**src/rtl/fae_cfg.svh**
```systemverilog
/*
  Constants of the flash address extension block: bank register layout,
  reset values, address widths, sector geometry and opcodes.
  Assumes it is included by bare name from design and bench files.
*/
`ifndef FAE_CFG_SVH
`define FAE_CFG_SVH

// ----------------------------------------------------------------------
// Bank register
// ----------------------------------------------------------------------
`define FAE_BANK_W        8
`define FAE_BANK_RST      8'h00
`define FAE_BANK_EXT_BIT  7
`define FAE_BANK_HI_MSB   6

// ----------------------------------------------------------------------
// Address formation
// ----------------------------------------------------------------------
`define FAE_FULL_AW       32
`define FAE_LEGACY_AW     24
`define FAE_LEN_LEGACY    3'h3
`define FAE_LEN_FULL      3'h4

// ----------------------------------------------------------------------
// Main array geometry: 256 uniform sectors of 512 kbytes
// ----------------------------------------------------------------------
`define FAE_SECT_LSB      19
`define FAE_SECT_W        8
`define FAE_SECT_LAST     8'hFF

// ----------------------------------------------------------------------
// Opcodes
// ----------------------------------------------------------------------
`define FAE_OPC_READ_ID   8'h9F

`endif

```
**src/rtl/fae_pkg.sv**
```systemverilog
/*
  Types of the flash address extension block.
  Assumes fae_cfg.svh is on the include path.
*/
`include "fae_cfg.svh"

package fae_pkg;

  // Address space that a command reaches
  typedef enum logic [1:0] {
    FAE_SP_MAIN,
    FAE_SP_ID,
    FAE_SP_ALT
  } fae_space_type;

  // One decoded command as the front end hands it over
  typedef struct packed {
    logic [7:0]  opcode;
    logic        four_byte;
    logic        alt_space;
    logic        write;
    logic [31:0] addr;
  } fae_cmd_type;

  // Resolved address as handed to the array or space logic
  typedef struct packed {
    logic [31:0]   addr;
    fae_space_type space;
    logic [7:0]    sector;
    logic [18:0]   offset;
    logic          in_array;
    logic          refused;
    logic          write;
  } fae_res_type;

endpackage : fae_pkg

```
**src/rtl/fae_addr_unit.sv**
```systemverilog
/*
  Address formation for a serial NOR flash: bank register, extended
  address mode, space selection and sector split of each command.
  Assumes a command decoder in front that hands over one command per
  cmd_valid_i pulse with its address fully shifted in, and bank loads
  as separate pulses. All inputs are synchronous to sys_clk_i.
*/
// ----------------------------------------------------------------------
// ----------------------------------------------------------------------
`timescale 1ns/1ps
`include "fae_cfg.svh"

module fae_addr_unit (
  // Clock and reset
  input  wire logic                 sys_clk_i,
  input  wire logic                 sys_rst_i,
  // Bank register load
  input  wire logic                 bank_wr_i,
  input  wire logic [7:0]           bank_data_i,
  // Command in
  input  wire logic                 cmd_valid_i,
  input  wire fae_pkg::fae_cmd_type cmd_i,
  // Address length the decoder must shift in
  output logic      [2:0]           addr_len_o,
  // Resolved command out
  output logic                      res_valid_o,
  output fae_pkg::fae_res_type      res_o,
  output logic                      array_wr_en_o,
  // Bank state
  output logic      [7:0]           bank_o,
  output logic                      ext_mode_o
);

  import fae_pkg::*;

  // --------------------------------------------------------------------
  // Bank register
  // --------------------------------------------------------------------
  logic [7:0] bank_q;
  logic       ext_mode;
  logic [6:0] bank_hi;

  always_ff @(posedge sys_clk_i)
  begin
    if (sys_rst_i)
      bank_q <= `FAE_BANK_RST;
    else if (bank_wr_i)
      bank_q <= bank_data_i;
  end

  assign ext_mode   = bank_q[`FAE_BANK_EXT_BIT];
  assign bank_hi    = bank_q[`FAE_BANK_HI_MSB:0];
  assign bank_o     = bank_q;
  assign ext_mode_o = ext_mode;

  // --------------------------------------------------------------------
  // Command classification
  // --------------------------------------------------------------------
  logic          is_id;
  logic          full_addr;
  fae_space_type space;

  assign is_id = (cmd_i.opcode == `FAE_OPC_READ_ID);

  // Separate spaces and newer commands never use the bank
  assign full_addr = ext_mode
                   | cmd_i.four_byte
                   | cmd_i.alt_space
                   | is_id;

  always_comb
  begin
    if (is_id)
      space = FAE_SP_ID;
    else if (cmd_i.alt_space)
      space = FAE_SP_ALT;
    else
      space = FAE_SP_MAIN;
  end

  // Combinational so the decoder knows the length before the bytes come
  assign addr_len_o = full_addr ? `FAE_LEN_FULL
                                : `FAE_LEN_LEGACY;

  // --------------------------------------------------------------------
  // Effective address
  // --------------------------------------------------------------------
  logic [31:0] eff_addr;

  always_comb
  begin
    if (full_addr)
      eff_addr = cmd_i.addr;
    else
      // Received upper byte is ignored; with a zero bank only the
      // lowest 16 Mbytes are reachable
      eff_addr = {1'b0, bank_hi,
                  cmd_i.addr[`FAE_LEGACY_AW-1:0]};
  end

  logic [7:0]  sect;
  logic [18:0] offs;
  logic        in_arr;

  fae_sector_map #(
    .ADDR_W   (`FAE_FULL_AW),
    .SECT_LSB (`FAE_SECT_LSB),
    .SECT_W   (`FAE_SECT_W)
  ) u_sector_map (
    .addr_i     (eff_addr),
    .sector_o   (sect),
    .offset_o   (offs),
    .in_array_o (in_arr)
  );

  // --------------------------------------------------------------------
  // Result register
  // --------------------------------------------------------------------
  fae_res_type res_q;
  logic        res_valid_q;

  always_ff @(posedge sys_clk_i)
  begin
    if (sys_rst_i)
      res_valid_q <= 1'b0;
    else
      res_valid_q <= cmd_valid_i;
  end

  always_ff @(posedge sys_clk_i)
  begin
    if (sys_rst_i)
      res_q <= '0;
    else if (cmd_valid_i)
    begin
      res_q.addr     <= eff_addr;
      res_q.space    <= space;
      res_q.sector   <= sect;
      res_q.offset   <= offs;
      res_q.in_array <= in_arr && (space == FAE_SP_MAIN);
      // Factory content: any write or erase aimed at it is dropped
      res_q.refused  <= is_id && cmd_i.write;
      res_q.write    <= cmd_i.write;
    end
  end

  assign res_valid_o   = res_valid_q;
  assign res_o         = res_q;
  // Only writes that are not refused reach the storage logic
  assign array_wr_en_o = res_valid_q && res_q.write
                       && !res_q.refused;

  // --------------------------------------------------------------------
  // Checks
  // --------------------------------------------------------------------
  logic legacy_cmd;
  assign legacy_cmd = cmd_valid_i && !cmd_i.four_byte
                    && !cmd_i.alt_space && !is_id;
endmodule // fae_addr_unit

```
**src/rtl/fae_sector_map.sv**
```systemverilog
/*
  Splits a main array byte address into sector index and offset.
  Assumes a purely combinational use; the caller registers results.
*/
`timescale 1ns/1ps
`include "fae_cfg.svh"

module fae_sector_map #(
  parameter int ADDR_W   = `FAE_FULL_AW,
  parameter int SECT_LSB = `FAE_SECT_LSB,
  parameter int SECT_W   = `FAE_SECT_W
) (
  // Address in
  input  wire logic [ADDR_W-1:0]   addr_i,
  // Split address out
  output logic      [SECT_W-1:0]   sector_o,
  output logic      [SECT_LSB-1:0] offset_o,
  output logic                     in_array_o
);

  localparam int TOP = SECT_LSB + SECT_W;

  // Equal sectors, numbered upward with the address
  assign sector_o   = addr_i[TOP-1:SECT_LSB];
  assign offset_o   = addr_i[SECT_LSB-1:0];
  // Anything above the last sector is outside the array
  assign in_array_o = ~|addr_i[ADDR_W-1:TOP];

endmodule // fae_sector_map

```
**config.mk**
```make
export PLATFORM = sky130hd
export DESIGN_NAME = fae_addr_unit
export DESIGN_NICKNAME = d
export VERILOG_FILES = /design/src/rtl/fae_pkg.sv /design/src/rtl/fae_addr_unit.sv /design/src/rtl/fae_sector_map.sv
export VERILOG_INCLUDE_DIRS = /design/src /design/src/rtl
export SDC_FILE = /design/constraint.sdc
export NUM_CORES = 1
export LEC_CHECK = 0
export BUFFER_PORTS_ARGS = -buffer_cell sky130_fd_sc_hd__buf_2
export CAP_MARGIN = 20
export CORE_MARGIN = 2
export CORE_UTILIZATION = 38
export DETAILED_ROUTE_END_ITERATION = 8
export PLACE_DENSITY = 0.71
export REMOVE_ABC_BUFFERS = 1
export SETUP_SLACK_MARGIN = 0.5
export SLEW_MARGIN = 5
export SYNTH_ARGS = -nofsm -noshare
export SYNTH_HDL_FRONTEND = slang
export SYNTH_SLANG_ARGS = --single-unit
```
**constraint.sdc**
```tcl
create_clock -name sys_clk_i -period 3.6 [get_ports sys_clk_i]
set_input_delay 0.18 -clock sys_clk_i [delete_from_list [all_inputs] [get_ports sys_clk_i]]
set_output_delay 0.18 -clock sys_clk_i [all_outputs]
set_load 0.1 [all_outputs]
```
# ---- Yosys cells after proc, flatten, opt, wreduce, memory -nomap -nowiden
# Cells that the tools add are included.
dict set report totals {
  latchBits 0
  memories 0
  output_inout_bits 78
  elab_cells 25
  mem_bits_rw 0
  regBits 73
  romBits 0
  inputBits 55
}
dict set report op_classes {
  bitwise_logic 3
  shift 0
  muxes 4
  n_reduce_logical 8
  mul 0
  order_cmp 0
  n_div 0
  n_eq_ne 1
  add_sub_neg 0
}
# operator count
set op_table {}
lappend op_table {{32-bit two-way mux} 1}
lappend op_table {{8-bit equality test (second input constant)} 1}
lappend op_table {{5-bit OR reduction} 1}
lappend op_table {{1-bit logical AND} 4}
lappend op_table {{2-bit two-way mux} 2}
lappend op_table {{3-bit two-way mux} 1}
lappend op_table {{1-bit OR} 3}
lappend op_table {{1-bit zero test} 2}
lappend op_table {{2-bit zero test} 1}

# ---- Depth between registers and ports, before layout
# Gate-level depths: netlist (run 1).
dict set report logic_depth {
  word_depth 7
  mapped_depth 5
  ltp_nobuf 4
}

# ---- Hierarchy
# Synthesis (run 1) repeated with hierarchy kept, for this count alone.
dict set report unflattened {
  cells_unflattened 300
  hier_area_um2 3007.9
}
# module area_each_um2 n_inst cells_each seq_area_each_um2
set by_module_without_submodules {}
lappend by_module_without_submodules {fae_addr_unit 2793.9 1 271 1461.4}
lappend by_module_without_submodules {fae_sector_map 214.0 1 29 0.0}

# ---- Worst setup path before layout (run 1)
# No wires, ideal clock.
dict set report synth_timing {
  path_type {reg-to-output}
  startpoint {register bank_q[7], in the netlist bank_o[7]}
  endpoint {output port addr_len_o[1]}
  path_buffers 2
  slack_ns 1.176
  t_arrival_ns 2.244
  required_ns 3.420
  stages_incl_launch_ff 6
  path_cell_list {dfxtp_1 nor3_1 o21ai_2 buf_6 inv_1 buf_4}
}
dict set report synth_between {
  elab_chain_len 4
}
# element line_no
set synth_rtl {}
lappend synth_rtl {{from (decl)} fae_addr_unit.sv:39} ;# logic [7:0] bank_q;
lappend synth_rtl {{from (signal assigned)} fae_addr_unit.sv:46} ;# bank_q <= `FAE_BANK_RST;
lappend synth_rtl {{from (signal assigned)} fae_addr_unit.sv:48} ;# bank_q <= bank_data_i;
lappend synth_rtl {{1-bit OR} fae_addr_unit.sv:67} ;# | cmd_i.four_byte
lappend synth_rtl {{1-bit OR} fae_addr_unit.sv:68} ;# | cmd_i.alt_space
lappend synth_rtl {{1-bit OR} fae_addr_unit.sv:69} ;# | is_id;
lappend synth_rtl {{net full_addr} fae_addr_unit.sv:60} ;# logic full_addr;
lappend synth_rtl {{3-bit two-way mux (no line)} -}
lappend synth_rtl {{to (decl)} fae_addr_unit.sv:24} ;# output logic [2:0] addr_len_o,
# The timed path passes the listed nets, and every way through them passes these cells.

# ---- Final worst setup path (run 1)
dict set report layout_timing {
  startpoint {register bank_q[7], in the netlist bank_o[7]}
  endpoint {output port addr_len_o[1]}
}
dict set report layout_between {
  elab_chain_len 4
}
# element line_no
set layout_rtl {}
lappend layout_rtl {{1-bit OR} fae_addr_unit.sv:67}
lappend layout_rtl {{1-bit OR} fae_addr_unit.sv:68}
lappend layout_rtl {{1-bit OR} fae_addr_unit.sv:69}
lappend layout_rtl {{3-bit two-way mux (no line)} -}
# Every way passes these cells.

==> metrics.cfg, run 1 <==
[run_status]
status = finished clean

[final_layout]
syn2layout_area_growth_pct = 28.73
drive_gt1_share_pct = 47.83
layout.nets = 354
nFillCells = 495
antenna_cells = 0

[floorplan]
dieArea_sq_mm = 0.005893
coreArea_sq_mm = 0.005107
die_y_um = 76.77
die_x_um = 76.77
num_io_pins = 133
initial_utilization_pct = 39.39
rows = 26

[power_and_ir_drop]
vdd_ir_drop_max_mv = 0.2738
p_per_area_mw_per_mm2 = 567.8
total_power_mw = 1.471
static-leakage-power_nw = 1.439

[placed_design]
io_buffer_count = 132
place_congestion = 0.7186
dpl.hpwl_um = 3127

[sta]
skew_ns = 0.003139
slew_headroom_pct = 26.67
fmax_mhz = 550.5
tightest_slew_ns = 1.100
hold_slack_ns = 0.1190
fin_setup_tns_ns = 0
rsz0062_at_grt = no
setup-violations-final = 0
final.period_utilization_pct = 50.46
hold_viol = 0
period_needed_ns = 1.816
drv_slew = 0

[clock_tree]
cts_setup_buffers = 0
cts_buffers = 5
postCtsHoldBufs = 0
clk_path_buf_depth = 2
cts_tree = yes
cts.repair.resized = 0
cts_sinks = 46
clk_pin_slew_ns = 0.08
cts.htree.levels = 2
cts-root-buf = clkbuf_8
clk_latency_ns = 0.29

[critical_path]
max_stage_delay_ns = 0.43
endpoint_kind = primary output
worstPathCellList = nor3_1 -> o21ai_2 -> inv_1 -> buf_2
cp.arrival_ns = 1.64
worstSetupPathType = register to primary output
crit_slowest_cell = buf_2
critPathBufInv = 2
rrSetupSlack_ns = 2.29
cp-start-kind = register
cp_top_family = buffers and inverters
cp_max_fo = 10
cp.required_ns = 3.42

[global_routing]
grt_pass1_vias = 1556
grt_usage_pct = 14.68
globalRouteOverflowTotal = 0
grt_start_max_net_pins = 49
antenna_found_initial = 0
grt_pass1_wl_um = 6975

[detailed_routing]
num_vias = 1666
drt_iter0_drc = 64
drt.antenna.violating_nets = 0
drcViolationCount = 0
dr.pass1.iters = 4
wl_per_cell_um = 11.71
routed_via_density = 4.515
wirelength_um = 4322

[synth]
netlist_area_sq_mm = 0.002012
syn_avg_cell_area_sq_um = 9.960
synthCells = 202
synth.distinct_cells = 25
ys_ff_latch = 46
yosys_warnings = 0
synth_seq_area_share_pct = 45.77

[worst_hold_path]
min_path_type = input port to register

[run]
cap_violations = 0

-- cell type report --
cell class	count	area, sq um	share of cell area, %
Clock buffer	6	82.58	3.188
Timing Repair Buffer	132	660.6	25.51
Clock inverter	1	30.03	1.159
Inverter	1	3.754	0.1449
Sequential cell	46	920.9	35.56
Tap cell	70	87.58	3.382
Multi-Input combinational cell	113	804.5	31.06
-- kinds of logic after synthesis --
logic type	share of synthesized area [%]
buffers and inverters	14.24
multiplexers	20.90
flip-flops	45.77
AO/OA/AOI/OAI	4.851
AND/OR/NAND/NOR	14.24
-- layer usage --
metal  vias up  share of wire [%]  GRT usage (%)
li1        838                  -              -
met1       742                 42          15.86
met2        78                 48          26.84
met3         8                8.2          4.588
met4         0                1.7          5.091
met5         -                  0              0
-- registers in the layout (all words and copies together) (netlist names) --
signal / cells
bank_o: 8
res_o: 37
res_valid_o: 1
-- through the flow --
stage / cells / utilization [%] / setup WS, ns / cell area, sq um
finish: 369 / 50.71 / 1.784 / 2590
global route: 369 / 50.71 / 1.692 / 2590
CTS: 369 / 50.71 / 1.757 / 2590
detailed placement: 362 / 48.51 / 1.770 / 2477
global placement: 362 / 48.51 / 1.849 / 2477
floorplan: 160 / - / -0.2797 / 1729
-- report_power, final --
group	internal, mW	switching, mW
registers	0.538	0.0197
clock network	0.222	0.162
logic	0.0894	0.439
-- synthesized netlist by cell type, drive strengths merged --
| cell type | count | share of area, % |
|---|---|---|
| nand2b | 3 | 0.93 |
| or3b | 1 | 0.44 |
| o21ai | 1 | 0.44 |
| clkbuf | 4 | 0.75 |
| o211ai | 1 | 0.37 |
| and3b | 1 | 0.44 |
| inv | 1 | 0.19 |
| a211oi | 7 | 2.6 |
| nand3 | 2 | 0.50 |
| dfxtp | 46 | 46 |
| mux2i | 42 | 21 |
| buf | 38 | 13 |
| nor2b | 1 | 0.31 |
| o41ai | 1 | 0.44 |
| nor2 | 42 | 7.8 |
| nor3 | 1 | 0.25 |
| nand2 | 1 | 0.19 |
| nand4 | 1 | 1.1 |
| a21oi | 4 | 1.0 |
| nor4 | 2 | 0.62 |
| or2 | 1 | 0.31 |
| nand4bb | 1 | 1.4 |
-- cell usage in the layout, fill, tap and decap left out --
master,n
nand3_1,2
nor2_1,42
buf_2,132
nor2b_1,1
clkbuf_8,6
nand2_1,1
a21oi_1,4
or3b_2,1
or2_1,1
nand2b_1,3
nand4bb_4,1
and3b_1,1
a211oi_1,7
nand4_4,1
o211ai_1,1
o21ai_2,1
bufinv_16,1
mux2i_1,42
nor4_1,2
dfxtp_1,46
o41ai_1,1
nor3_1,1
inv_1,1
-- worst reg2reg max path, delay by kind of cell (launching register included) --
| kind | cells | cell delay [ns] |
|---|---|---|
| multiplexers | 1 | 0.18 |
| flip-flops | 1 | 0.34 |
| AO/OA/AOI/OAI | 2 | 0.47 |
| AND/OR/NAND/NOR | 1 | 0.23 |
-- final timing paths --
| path | from | endpoint | depth (start not counted) |
|---|---|---|---|
| min reg2reg | res_o[31]$_SDFFE_PP0P_ | res_o[31]$_SDFFE_PP0P_ | 2 |
| min | bank_data_i[0] | bank_o[0]$_SDFFE_PP0P_ | 3 |
| max | bank_o[7]$_SDFFE_PP0P_ | addr_len_o[1] | 4 |
| max reg2reg | bank_o[7]$_SDFFE_PP0P_ | res_o[56]$_SDFFE_PP0P_ | 4 |
Note: power is estimated with default switching activity, not from simulation.
==> run 2: changes to the inputs <==
ABC_AREA = 1   (was unset)
clock period = 1.75 ns   (was 3.6 ns; I/O delays follow)
==> run 2 against run 1 <==
  * Clock skew shrank 0.00095 ns
  * First-iteration DRC count grew 4.7%
  * Clock power is 68% higher
  * Via count up 18%
  * Area after synthesis decreased by 1.4%
  * Synthesized cell count increased by 31%
  * Count of clock-buffer cells in the layout increased by 1
  * Non-clock buffer count grew 9
  * Final area grew 3.1%
  * Sequential power rose by 110%
  * Sequential cell count did not move
==> metrics.cfg, run 2 <==
[clock_tree]
postCtsHoldBufs = 0
cts_sinks = 46
clk_path_buf_depth = 2
cts_tree = yes
cts_buffers = 5
clk_pin_slew_ns = 0.08
cts-root-buf = clkbuf_8
cts.htree.levels = 2
clk_latency_ns = 0.29

[synth]
yosysTopAreaCell = dfxtp_1
synth_top_area_share_pct = 46.44
netlist_area_sq_mm = 0.001983
synth.distinct_cells = 23
synth_edf_count = 0
synthArstFlopShare_pct = 0
synth_commonest_cells = 76 x nor2_1, 46 x dfxtp_1, 40 x o21ai_0
ys_ff_latch = 46
synth_flop_cell = dfxtp_1
syn_avg_cell_area_sq_um = 7.512
yosysMostFrequentCell = nor2_1
synthCells = 264
synth_seq_area_share_pct = 46.44
yosys_warnings = 0
synth_area_leaders = dfxtp_1 46%, nor2_1 14%, buf_4 11%

[detailed_routing]
wl_per_cell_um = 10.53
dr.pass1.iters = 5
drt.antenna.violating_nets = 0
routed_via_density = 4.460
drt_iter0_drc = 67
num_vias = 1967
drcViolationCount = 0
wirelength_um = 4642

[global_routing]
globalRouteOverflowTotal = 0
grt_start_max_net_pins = 43
grt_pass1_wl_um = 7831
grt_usage_pct = 15.90
grt_pass1_vias = 1739
antenna_found_initial = 0

[sta]
drv_slew = 0
setup-violations-final = 0
period_needed_ns = 1.313
hold_slack_ns = 0.01945
final.period_utilization_pct = 75.01
slew_headroom_pct = 39.69
skew_ns = 0.002193
hold_viol = 0
tightest_slew_ns = 0.9036
fmax_mhz = 761.8
rsz0062_at_grt = yes

[final_layout]
syn2layout_area_growth_pct = 34.64
regArea_sq_um = 922.1
final_common_cell = buf_2
drive_gt1_share_pct = 43.13
antenna_cells = 0
largest_reg_flops = 37
layout.nets = 425
nFillCells = 509
multiInputGateArea_sq_um = 744.5
final_cell_mix = 128 x buf_2, 76 x nor2_1, 45 x dfxtp_1, 36 x o21ai_0, 19 x nand2_1
final_util_pct = 52.61

[placed_design]
io_buffer_count = 132
place_congestion = 0.7367
dpl.hpwl_um = 3408

[critical_path]
cp.arrival_ns = 1.23
cp_max_fo = 5
cp-start-kind = register
worstPathCellList = nor3_4 -> nand2_4 -> buf_4 -> buf_12
endpoint_kind = primary output
max_stage_delay_ns = 0.35
worstSetupPathType = register to primary output
cp_top_family = flip-flops
crit_slowest_cell = dfxtp_2
cp.required_ns = 1.66
critPathBufInv = 2

[power_and_ir_drop]
static-leakage-power_nw = 1.437
p_per_area_mw_per_mm2 = 1137
vdd_ir_drop_max_mv = 0.4793

[run]
cap_violations = 0

[floorplan]
dieArea_sq_mm = 0.005813
die_x_um = 76.24
initial_utilization_pct = 39.08
coreArea_sq_mm = 0.005075
num_io_pins = 133
rows = 26
die_y_um = 76.24

[run_status]
status = finished clean

[worst_hold_path]
min_path_type = input port to register

[run 2: what timing repair did]
action | in CTS | in global routing
buffers inserted | 5 | 1
endpoints found under the setup margin | 12 | 8
hold endpoints to repair | 0 | 0
pin swaps | 2 | 0
gates resized for setup | 4 | 7
[run 2: routing by layer]
| layer | track usage [%] | vias up | wire [um] |
|---|---|---|---|
| li1 | - | 1018 | - |
| met1 | 19.15 | 871 | 2024 |
| met2 | 28.32 | 76 | 2300 |
| met3 | 3.436 | 2 | 300 |
| met4 | 4.727 | 0 | 17 |
| met5 | 0 | - | 0 |
[run 2: logic make-up after synthesis]
logic type	count (synthesis)	share of synthesized area, %
flip-flops	46	46.44
AO/OA/AOI/OAI	54	14.20
buffers and inverters	54	16.02
AND/OR/NAND/NOR	110	23.34
[run 2: final timing paths]
kind	to	start	slack (ns)	depth (start not counted)
min	bank_o[1]$_SDFFE_PP0P_	bank_data_i[1]	0.02	3
max reg2reg	res_o[2]$_SDFFE_PP0P_	bank_o[7]$_SDFFE_PP0P_	0.50	8
max	addr_len_o[2]	bank_o[7]$_SDFFE_PP0P_	0.44	4
min reg2reg	res_o[31]$_SDFFE_PP0P_	res_o[31]$_SDFFE_PP0P_	0.47	2
[run 2: per-stage QoR]
stage / total power, mW / cells / instance area (sq um) / setup TNS (ns) / worst slack [ns]
6_report: 3.037 / 441 / 2670 / 0 / 0.4374
5_1_grt: 3.158 / 441 / 2670 / 0 / 0.3551
4_1_cts: 3.070 / 440 / 2650 / 0 / 0.4141
3_5_place_dp: 2.400 / 427 / 2511 / 0 / 0.4331
3_3_place_gp: 2.393 / 427 / 2511 / 0 / 0.4650
2_1_floorplan: 2.161 / 222 / 1710 / -17.45 / -1.725
[run 2: worst reg2reg max path, delay by kind of cell, from the launching register on]
family                 cells  cell delay [ns]
AO/OA/AOI/OAI              1             0.10
buffers and inverters      1             0.17
flip-flops                 1             0.35
AND/OR/NAND/NOR            6             0.56
[run 2: report_power, final]
| group | total, mW | internal [mW] | leakage (nW) | switching [mW] |
|---|---|---|---|---|
| Sequential | 1.16 | 1.12 | 0.382 | 0.0435 |
| Clock | 0.647 | 0.319 | 0.0482 | 0.328 |
| Combinational | 1.23 | 0.198 | 1.01 | 1.03 |
| Total | 3.04 | 1.63 | 1.44 | 1.40 |
[run 2: area by class of cell]
type	instances	area share, %
flip-flops and latches	46	34.54
repair buffers	141	29.05
multi-input cells	164	27.88
well taps	70	3.280
clock buffers	7	3.233
inverters	12	1.828
clock inverters	1	0.1874
